[config.mk]
export PLATFORM = sky130hd
export DESIGN_NAME = abts_initiator_flat
export DESIGN_NICKNAME = d
export VERILOG_FILES = /design/src/abts_pkg.sv /design/src/abts_link_if.sv /design/src/abts_initiator.sv /design/src/flat_wrapper.sv
export VERILOG_INCLUDE_DIRS = /design/src
export SDC_FILE = /design/constraint.sdc
export NUM_CORES = 1
export LEC_CHECK = 0
export ABC_AREA = 0
export BUFFER_PORTS_ARGS = -buffer_cell sky130_fd_sc_hd__buf_2
export CORE_AREA = 2 2 148 150
export DETAILED_ROUTE_END_ITERATION = 6
export DIE_AREA = 0 0 150 152
export GPL_TIMING_DRIVEN = 0
export PLACE_DENSITY = 0.57
export SETUP_SLACK_MARGIN = 0.5
export SYNTH_ARGS = -nofsm -noshare
export SYNTH_HDL_FRONTEND = slang
export SYNTH_SLANG_ARGS = --single-unit
[constraint.sdc]
create_clock -name clk_sys -period 4.51 [get_ports clk_sys]
set_clock_uncertainty 0.1 [all_clocks]
set_input_delay 0.2255 -clock clk_sys [delete_from_list [all_inputs] [get_ports clk_sys]]
set_output_delay 0.2255 -clock clk_sys [all_outputs]
set_load 0.05 [all_outputs]
[src/abts_consts.svh]
/*
  Constants for the abort-sequence handler: parameter-field layout, reason
  codes, frame-control bit positions and accept-payload encodings.
  Assumes inclusion by bare name from the package and both ends.
*/
`ifndef ABTS_CONSTS_SVH
`define ABTS_CONSTS_SVH
`define PARAM_TYPE_BIT      0
`define PARAM_REASON_LSB    8
`define PARAM_REASON_MSB    15
`define FCTL_SEQ_INIT_BIT   16
`define FCTL_END_SEQ_BIT    19
`define ACK_ABORT_MSB       5
`define ACK_ABORT_LSB       4
`define ACK_ABORT_REQ       2'b01
`define REASON_NONE         8'h00
`define REASON_LAST_STD     8'h08
`define REASON_ULP_LO       8'h81
`define REASON_ULP_HI       8'h9f
`define REASON_SEQ_TIMEOUT  8'h05
`define SEQID_VALID         8'h80
`define SEQID_INVALID       8'h00
`define SEQCNT_ZERO         16'h0000
`endif

[src/abts_pkg.sv]
/*
  Types shared by both ends of the abort-sequence handler.
  Assumes abts_consts.svh is on the include path.
*/
package abts_pkg;
`include "abts_consts.svh"
  typedef enum logic [1:0] {
    CLS_REASON_STD,
    CLS_REASON_ULP,
    CLS_REASON_RSVD
  } reason_class_t;

  // Reason code classification used by the initiator
  function automatic reason_class_t classify_reason(input logic [7:0] code);
    if (code <= `REASON_LAST_STD) begin
      return CLS_REASON_STD;
    end else if (code >= `REASON_ULP_LO && code <= `REASON_ULP_HI) begin
      return CLS_REASON_ULP;
    end
    return CLS_REASON_RSVD;
  endfunction
endpackage

[src/abts_link_if.sv]
/*
  Link carrier between abort initiator and abort recipient.
  Assumes both ends share clk_sys; single-cycle valid strobes.
*/
`timescale 1ns/10ps
interface abts_link_if;
  // Abort frame, initiator to recipient
  logic        abts_valid;
  logic [31:0] abts_param;
  logic [31:0] abts_fctl;
  logic [7:0]  abts_seq_id;
  logic [15:0] abts_seq_cnt;
  logic [15:0] abts_ox_id;
  logic [15:0] abts_rx_id;
  logic [3:0]  abts_class;
  // Accept reply, recipient to initiator
  logic        acc_valid;
  logic [31:0] acc_fctl;
  logic [7:0]  acc_seqid_vld;
  logic [7:0]  acc_seq_id;
  logic [15:0] acc_low_cnt;
  logic [15:0] acc_high_cnt;
  logic [15:0] acc_ox_id;
  logic [15:0] acc_rx_id;
  // Acknowledge abort condition, recipient to initiator
  logic        ack_valid;
  logic [31:0] ack_fctl;

  modport initiator (
    output abts_valid, abts_param, abts_fctl, abts_seq_id, abts_seq_cnt,
           abts_ox_id, abts_rx_id, abts_class,
    input  acc_valid, acc_fctl, acc_seqid_vld, acc_seq_id, acc_low_cnt,
           acc_high_cnt, acc_ox_id, acc_rx_id, ack_valid, ack_fctl
  );
  modport recipient (
    input  abts_valid, abts_param, abts_fctl, abts_seq_id, abts_seq_cnt,
           abts_ox_id, abts_rx_id, abts_class,
    output acc_valid, acc_fctl, acc_seqid_vld, acc_seq_id, acc_low_cnt,
           acc_high_cnt, acc_ox_id, acc_rx_id, ack_valid, ack_fctl
  );
endinterface

[src/abts_initiator.sv]
/*
  Abort initiator end: builds the abort frame, freezes upward delivery
  until the accept is processed and any recovery is done, and judges whether recovery is needed.
  Assumes synchronous user inputs on clk_sys and the link interface.
*/
`timescale 1ns/10ps
`include "abts_consts.svh"
module abts_initiator
  import abts_pkg::*;
(
  // Clock, reset, enable
  input  wire logic        clk_sys,
  input  wire logic        resetn,
  input  wire logic        clk_en,
  // Link
  abts_link_if.initiator   link,
  // Trigger and frame context
  input  wire logic        seq_timeout,
  input  wire logic        prj_abort,
  input  wire logic        abort_seqs,
  input  wire logic [7:0]  reason,
  input  wire logic [31:0] last_fctl,
  input  wire logic [7:0]  last_seq_id,
  input  wire logic [15:0] last_seq_cnt,
  input  wire logic [15:0] ox_id,
  input  wire logic [15:0] rx_id,
  input  wire logic [3:0]  last_class,
  input  wire logic        recovery_done,
  // Status
  output logic             busy,
  output logic             deliver_en,
  output logic             timers_restart,
  output logic             recovery_needed,
  output logic             got_initiative
);
  typedef enum logic [1:0] {IDLE, WAIT_ACC, RECOVER} ini_phase_t;
  typedef struct packed {
    ini_phase_t  phase;
    logic        tx;
    logic [31:0] param;
    logic [31:0] fctl;
    logic [7:0]  seq_id;
    logic [15:0] seq_cnt;
    logic [15:0] ox;
    logic [15:0] rx;
    logic [3:0]  cls;
    logic        restart;
    logic        rec_need;
    logic        init;
  } ini_state_t;

  ini_state_t st_reg;
  ini_state_t st_next;
  logic       trigger;
  logic       ack_req;
  logic [7:0] rsn;

  //////////////////////////////////////////////////////////////////////////
  // Triggers; credit, initiative and open-sequence state are not consulted
  assign ack_req = link.ack_valid &&
                   link.ack_fctl[`ACK_ABORT_MSB:`ACK_ABORT_LSB] == `ACK_ABORT_REQ;
  assign trigger = seq_timeout | prj_abort | ack_req;
  // Timeout names its own reason; reserved codes fall back to no explanation
  assign rsn = seq_timeout ? `REASON_SEQ_TIMEOUT :
               ((classify_reason(reason) == CLS_REASON_RSVD) ? `REASON_NONE : reason);

  // Next state
  always_comb begin
    st_next         = st_reg;
    st_next.tx      = 1'b0;
    st_next.restart = 1'b0;
    unique case (st_reg.phase)
      IDLE: begin
        if (trigger) begin
          st_next.phase   = WAIT_ACC;
          st_next.tx      = 1'b1;
          st_next.restart = 1'b1;
          st_next.param   = '0;
          st_next.param[`PARAM_TYPE_BIT] = abort_seqs;
          st_next.param[`PARAM_REASON_MSB:`PARAM_REASON_LSB] = rsn;
          st_next.fctl    = last_fctl;
          st_next.fctl[`FCTL_SEQ_INIT_BIT] = 1'b1;
          st_next.fctl[`FCTL_END_SEQ_BIT]  = 1'b1;
          st_next.seq_id  = last_seq_id;
          st_next.seq_cnt = 16'(last_seq_cnt + 16'h0001);
          st_next.ox      = ox_id;
          st_next.rx      = rx_id;
          st_next.cls     = last_class;
        end
      end
      WAIT_ACC: begin
        if (link.acc_valid && link.acc_ox_id == st_reg.ox && link.acc_rx_id == st_reg.rx) begin
          st_next.init     = link.acc_fctl[`FCTL_SEQ_INIT_BIT];
          st_next.rec_need = !(link.acc_low_cnt == link.acc_high_cnt &&
                               link.acc_seqid_vld == `SEQID_VALID &&
                               link.acc_seq_id == st_reg.seq_id);
          st_next.phase    = st_next.rec_need ? RECOVER : IDLE;
        end
      end
      RECOVER: begin
        if (recovery_done) begin
          st_next.phase = IDLE;
        end
      end
      default: st_next.phase = IDLE;
    endcase
  end

  // Single register stage; clock enable freezes all state
  always_ff @(posedge clk_sys) begin
    if (!resetn) begin
      st_reg <= '0;
    end else if (clk_en) begin
      st_reg <= st_next;
    end
  end

  //////////////////////////////////////////////////////////////////////////
  // Outputs
  assign link.abts_valid   = st_reg.tx;
  assign link.abts_param   = st_reg.param;
  assign link.abts_fctl    = st_reg.fctl;
  assign link.abts_seq_id  = st_reg.seq_id;
  assign link.abts_seq_cnt = st_reg.seq_cnt;
  assign link.abts_ox_id   = st_reg.ox;
  assign link.abts_rx_id   = st_reg.rx;
  assign link.abts_class   = st_reg.cls;
  assign busy              = st_reg.phase != IDLE;
  assign deliver_en        = st_reg.phase == IDLE;
  assign timers_restart    = st_reg.restart;
  assign recovery_needed   = st_reg.rec_need;
  assign got_initiative    = st_reg.init;
endmodule

[src/flat_wrapper.sv]
// flat-port wrapper written by rule: the top's interface ports become plain ports
module abts_initiator_flat import abts_pkg::*;
  (clk_sys, resetn, clk_en, seq_timeout, prj_abort, abort_seqs, reason, last_fctl, last_seq_id, last_seq_cnt, ox_id, rx_id, last_class, recovery_done, busy, deliver_en, timers_restart, recovery_needed, got_initiative, link_abts_valid, link_abts_param, link_abts_fctl, link_abts_seq_id, link_abts_seq_cnt, link_abts_ox_id, link_abts_rx_id, link_abts_class, link_acc_valid, link_acc_fctl, link_acc_seqid_vld, link_acc_seq_id, link_acc_low_cnt, link_acc_high_cnt, link_acc_ox_id, link_acc_rx_id, link_ack_valid, link_ack_fctl);
  abts_link_if link_i ();
  input  wire logic clk_sys;
  input  wire logic resetn;
  input  wire logic clk_en;
  input  wire logic seq_timeout;
  input  wire logic prj_abort;
  input  wire logic abort_seqs;
  input  wire logic [7:0] reason;
  input  wire logic [31:0] last_fctl;
  input  wire logic [7:0] last_seq_id;
  input  wire logic [15:0] last_seq_cnt;
  input  wire logic [15:0] ox_id;
  input  wire logic [15:0] rx_id;
  input  wire logic [3:0] last_class;
  input  wire logic recovery_done;
  output logic busy;
  output logic deliver_en;
  output logic timers_restart;
  output logic recovery_needed;
  output logic got_initiative;
  output wire logic [$bits(link_i.abts_valid)-1:0] link_abts_valid;
  output wire logic [$bits(link_i.abts_param)-1:0] link_abts_param;
  output wire logic [$bits(link_i.abts_fctl)-1:0] link_abts_fctl;
  output wire logic [$bits(link_i.abts_seq_id)-1:0] link_abts_seq_id;
  output wire logic [$bits(link_i.abts_seq_cnt)-1:0] link_abts_seq_cnt;
  output wire logic [$bits(link_i.abts_ox_id)-1:0] link_abts_ox_id;
  output wire logic [$bits(link_i.abts_rx_id)-1:0] link_abts_rx_id;
  output wire logic [$bits(link_i.abts_class)-1:0] link_abts_class;
  input wire logic [$bits(link_i.acc_valid)-1:0] link_acc_valid;
  input wire logic [$bits(link_i.acc_fctl)-1:0] link_acc_fctl;
  input wire logic [$bits(link_i.acc_seqid_vld)-1:0] link_acc_seqid_vld;
  input wire logic [$bits(link_i.acc_seq_id)-1:0] link_acc_seq_id;
  input wire logic [$bits(link_i.acc_low_cnt)-1:0] link_acc_low_cnt;
  input wire logic [$bits(link_i.acc_high_cnt)-1:0] link_acc_high_cnt;
  input wire logic [$bits(link_i.acc_ox_id)-1:0] link_acc_ox_id;
  input wire logic [$bits(link_i.acc_rx_id)-1:0] link_acc_rx_id;
  input wire logic [$bits(link_i.ack_valid)-1:0] link_ack_valid;
  input wire logic [$bits(link_i.ack_fctl)-1:0] link_ack_fctl;
  assign link_abts_valid = link_i.abts_valid;
  assign link_abts_param = link_i.abts_param;
  assign link_abts_fctl = link_i.abts_fctl;
  assign link_abts_seq_id = link_i.abts_seq_id;
  assign link_abts_seq_cnt = link_i.abts_seq_cnt;
  assign link_abts_ox_id = link_i.abts_ox_id;
  assign link_abts_rx_id = link_i.abts_rx_id;
  assign link_abts_class = link_i.abts_class;
  assign link_i.acc_valid = link_acc_valid;
  assign link_i.acc_fctl = link_acc_fctl;
  assign link_i.acc_seqid_vld = link_acc_seqid_vld;
  assign link_i.acc_seq_id = link_acc_seq_id;
  assign link_i.acc_low_cnt = link_acc_low_cnt;
  assign link_i.acc_high_cnt = link_acc_high_cnt;
  assign link_i.acc_ox_id = link_acc_ox_id;
  assign link_i.acc_rx_id = link_acc_rx_id;
  assign link_i.ack_valid = link_ack_valid;
  assign link_i.ack_fctl = link_ack_fctl;
  abts_initiator u_core (.clk_sys(clk_sys), .resetn(resetn), .clk_en(clk_en), .link(link_i), .seq_timeout(seq_timeout), .prj_abort(prj_abort), .abort_seqs(abort_seqs), .reason(reason), .last_fctl(last_fctl), .last_seq_id(last_seq_id), .last_seq_cnt(last_seq_cnt), .ox_id(ox_id), .rx_id(rx_id), .last_class(last_class), .recovery_done(recovery_done), .busy(busy), .deliver_en(deliver_en), .timers_restart(timers_restart), .recovery_needed(recovery_needed), .got_initiative(got_initiative));
endmodule
* Word-level counts from Yosys, hierarchy flattened
Index checks and enable logic that the tools add are counted.
Word-level totals: flip-flop bits (word level) 107
Operators by class: $add $sub $neg 1, magnitude comparators 3, equal/unequal tests 12, mux-type cells 13, bitwise operators 2, reduce and logical (&&, ||, !) cells 12
Operator list (number):
- $mux 128 | 1
- $mux 126 | 1
- $eq 16x16->1 | 3
- $add 16x1->16 const B | 1
- $mux 8 | 2
- $mux 2 | 6
- $eq 8x8->1 | 1
- $eq 8x8->1 const B | 1
- $ge 8x8->1 const B | 1
- $le 8x4->1 const B | 1
- $le 8x8->1 const B | 1
- $logic_and 1x1->1 | 6
- $pmux 2 s3 | 1
- $reduce_and 3->1 | 2
- $eq 2x1->1 const B | 2
- $eq 2x2->1 const B | 2
- $ne 2x1->1 const B | 2
- $reduce_and 4->1 | 1
- $logic_not 2->1 | 1
- $mux 1 | 2
- $ne 2x2->1 const B | 1
- $or 1x1->1 | 2
- $reduce_bool 2->1 | 1
- $logic_not 1->1 | 1

* Logic depth before layout (Yosys ltp)
word-level depth 10, mapped depth 7, gate-level depth less buffers 5

* Worst setup path after synthesis
Ideal clock, no wire load.
kind register to register, start point register u_core.st_reg[128] (netlist bit), end point register u_core.st_reg, in the netlist u_core.link.abts_ox_id[13], setup time 0.070 ns, arrival time 2.160 ns, data required time 4.340 ns, path slack 2.179 ns, cell stages (with the launch flop) 7, path buffers 2, period minus slack after synthesis 2.331 ns, cells stage by stage dfxtp_1 -> nor2_1 -> o311a_1 -> clkbuf_1 -> buf_1 -> nand2_1 -> a21oi_1
Between the ends: word-level cells in the longest chain between the ends 2
Ends and longest elaborated chain:
- start: declaration | line abts_initiator.sv:52 | ini_state_t st_reg;
- start signal: assignment | line abts_initiator.sv:114 | st_reg <= st_next;
- $logic_not 2->1
- named net deliver_en | line flat_wrapper.sv:20 | output logic deliver_en;
- $reduce_and 3->1 (no line)
The timed path passes the listed nets, and every way through them passes these cells. A chain may end at the register's enable or synchronous reset.

* Final worst setup path
start point register u_core.st_reg[128] (netlist bit), end point register u_core.st_reg, in the netlist u_core.link.abts_fctl[7]
Between the ends: word-level cells in the longest chain between the ends 2
Ends and longest elaborated chain:
- $logic_not 2->1 | line abts_initiator.sv:72 | unique case (st_reg.phase)
- $reduce_and 3->1 (no line)
Every way passes these cells.

==> metrics.csv <==
metric,value,unit
status,"complete, no violations",
endpoints failing hold,0,
Setup Buffers After CTS,0,
dpl cell area,0.00742,mm2
Num CTS Buffers,9,
worst path arrival time,2.70,ns
CP Max Fanout,10,
Synth Flop Type,dfxtp_1,
Mapped Avg Cell Area,7.86,um2
Internal,0.00172,W
final setup TNS,0,ns
PwrDens,325,mW/mm2
asr flop ratio synth,0,
DR vias,5671,
hold path start,last_fctl[26],
H-tree depth,3,
final WL,19.9,mm
router iterations before antenna repair,4,
Gate power share,0.296,
Worst-Skew Late Latency,0.35,ns
Reg2Reg Depth,6,
Max IR drop VDD,153,uV
synthesized cell area,0.00551,mm2
CP Buf/Inv Count,2,
total power,0.00263,W
Sw Ratio,0.346,
critical path launch point,u_core.st_reg[128],
CTS tree,built,
Critical Path Max Stage Delay,0.63,ns
clock buffer depth,2,
final setup fails,0,
first-pass GRT wire length,29.5,mm
instance count on the critical path,6,
fmax,396,MHz
Final Net Count,1320,
"Data required, critical path",4.68,ns
WS Path Type,reg2reg,
core area,0.0214,mm2
crit-path cells,nor2_1 -> o311a_1 -> clkbuf_1 -> clkbuf_1 -> nand2_1 -> a21oi_1,
Worst-Margin Slew,0.789,ns
Tcrit/Tclk final,0.560,
die boundary height,152,um
nature of the critical path startpoint,flip-flop,
"Slowest-stage cell, CP",clkbuf_1,
worst hold path stage count,3,
initial antenna violation count,6,
maxcap violations,0,
Switch Pwr,0.000912,W
Synth-to-Final Area Change,47.0,%
Layout fillers,2303,
Synth cell types,41,
r2r startpoint,u_core.st_reg[128],
max-slew violations,0,
Final Wtd Congestion,0.817,
Resize count post-CTS,0,
"antenna viol nets, final",0,
Worst R2R Setup Slack,1.98,ns
Yosys warnings,0,
# rows,54,
Initial Util,0.258,
share of layout cells above drive strength 1,0.413,
Multi-input gate area,0.00240,mm2
die area,0.0228,mm2
total track usage,0.169,
vias in the first global route,5409,
CP Capture Type,flip-flop,
hold_buf cts,37,
Slew headroom,0.474,
Vias/cell,4.19,
Post-synth EDFFs,0,
Clock Power Share,0.313,
post-route DRC violation count,0,
register bit total from synthesis,105,
Worst R2R End,u_core.link.abts_fctl[7],
Worst-path clk slew,0.08,ns
Root Buffer Master,clkbuf_16,
min-delay worst type,in2reg,
CTS sink count,105,
DR iter-0 viols,166,
cell mode on critical path,clkbuf_1,
FF+latch area,0.00210,mm2
Die X,150,um
sequential power share,0.392,
number of flip-flops in the largest register,31,
largest net degree at the start of global routing,18,
Mapped Cells,701,
static leakage,4.00,nW
Top delay family on crit path,buffers and inverters,
Tmin final,2.53,ns
sequential element share of the synthesized area,0.381,
drt wl/cell,14.7,um
"Design Area, Final",0.00810,mm2
I/O Buffers,295,
DP HPWL,15.9,mm
Worst Setup EP,u_core.link.abts_fctl[7],
I/O pin cnt,383,
remaining global-route overflow,0,
RSZ-0062 raised after global routing,no,
[Yosys cell counts, drive strengths merged (2+ instances only)]
cell type  instances  area (um2)
a211oi             7        52.6
a21oi             91         455
and3               2        12.5
buf              131         961
clkbuf            26        97.6
dfxtp            105        2100
inv                9        33.8
mux2i              2        20.0
nand2            169         634
nand2b             3        18.8
nand3              8        40.0
nand4              9        56.3
nand4b             2        17.5
nor2              16        60.1
nor2b              4        25.0
nor3               6        30.0
nor4              12        75.1
o2111ai            3        26.3
o21ai             14        70.1
or2b               4        35.0
or4                2        22.5
xnor2             20         175
xor2              41         359
[per-stage QoR]
stage | setup slack (ns) | util | hold slack, ns | instances
after detailed placement | 1.89 | 0.348 | 0.347 | 1298
after global placement | 1.88 | 0.348 | 0.341 | 1298
after global routing | 1.69 | 0.379 | 0.00309 | 1352
after CTS | 1.88 | 0.379 | 0.000723 | 1351
after floorplan | 2.18 | - | 0.221 | 723
final | 1.98 | 0.379 | 0.00952 | 1352
[kinds of logic after synthesis]
| logic type | count (synthesis) | synth area share |
|---|---|---|
| simple gates | 239 | 0.190 |
| buf+inv | 166 | 0.198 |
| compound gates | 126 | 0.127 |
| flops | 105 | 0.381 |
| xor+xnor | 61 | 0.0970 |
| mux | 2 | 0.00363 |
| fa+ha+maj | 1 | 0.00227 |
| other cells | 1 | 0.000681 |
[power by group through the flow]
stage | Clock [W] | Sequential, W | Combinational, W
after floorplan | 0 | 0.00104 | 0.000534
after global placement | 0 | 0.00105 | 0.000757
after detailed placement | 0 | 0.00105 | 0.000761
after CTS | 0.000861 | 0.00103 | 0.000789
after global routing | 0.000894 | 0.00104 | 0.000841
final | 0.000823 | 0.00103 | 0.000778
[placed cells by master, fill, tap and decap left out, drive strengths merged, types with 4 or more instances in the layout]
master,Yosys,layout
or2b,4,4
dfxtp,105,105
clkbuf,26,37
nand4,9,9
nand3,8,8
nor2b,4,4
inv,9,11
nor3,6,6
xor2,41,41
a211oi,7,7
o21ai,14,14
dlygate4sd3,0,37
nand2,169,169
nor4,12,12
conb,1,23
buf,131,426
xnor2,20,20
nor2,16,16
a21oi,91,91
[worst reg2reg max path, cell delays in order, from the launching register on]
cell and delay [ns]:
dfxtp_1 0.34, nor2_1 0.33, o311a_1 0.34, clkbuf_1 0.63, clkbuf_1 0.44, nand2_1 0.15, a21oi_1 0.13
[per-layer routing]
metal / up-vias / part of all wire / global-route usage
li1: 2897 / - / -
met1: 2529 / 0.40 / 0.195
met2: 212 / 0.50 / 0.309
met3: 25 / 0.079 / 0.0429
met4: 8 / 0.014 / 0.0409
met5: - / 0.0024 / 0
[cell type report]
cell class,instances,area share
Buffer,157,0.131
Clock buffer,11,0.0300
Multi-Input combinational cell,452,0.296
Antenna cell,1,0.000309
Sequential cell,105,0.260
Clock inverter,5,0.00773
Timing Repair Buffer,332,0.228
Inverter,9,0.00417
Tap cell,280,0.0433
[how the worst min path moves through the flow]
stage	to	slack (ns)
floorplan	u_core.link.abts_seq_cnt[0]	0.22
global placement	u_core.got_initiative	0.34
detailed placement	u_core.link.abts_fctl[24]	0.35
CTS	u_core.link.abts_fctl[26]	0.0007
global route	u_core.link.abts_fctl[26]	0.003
finish	u_core.link.abts_fctl[26]	0.01
Note: power is estimated with default switching activity, not from simulation.
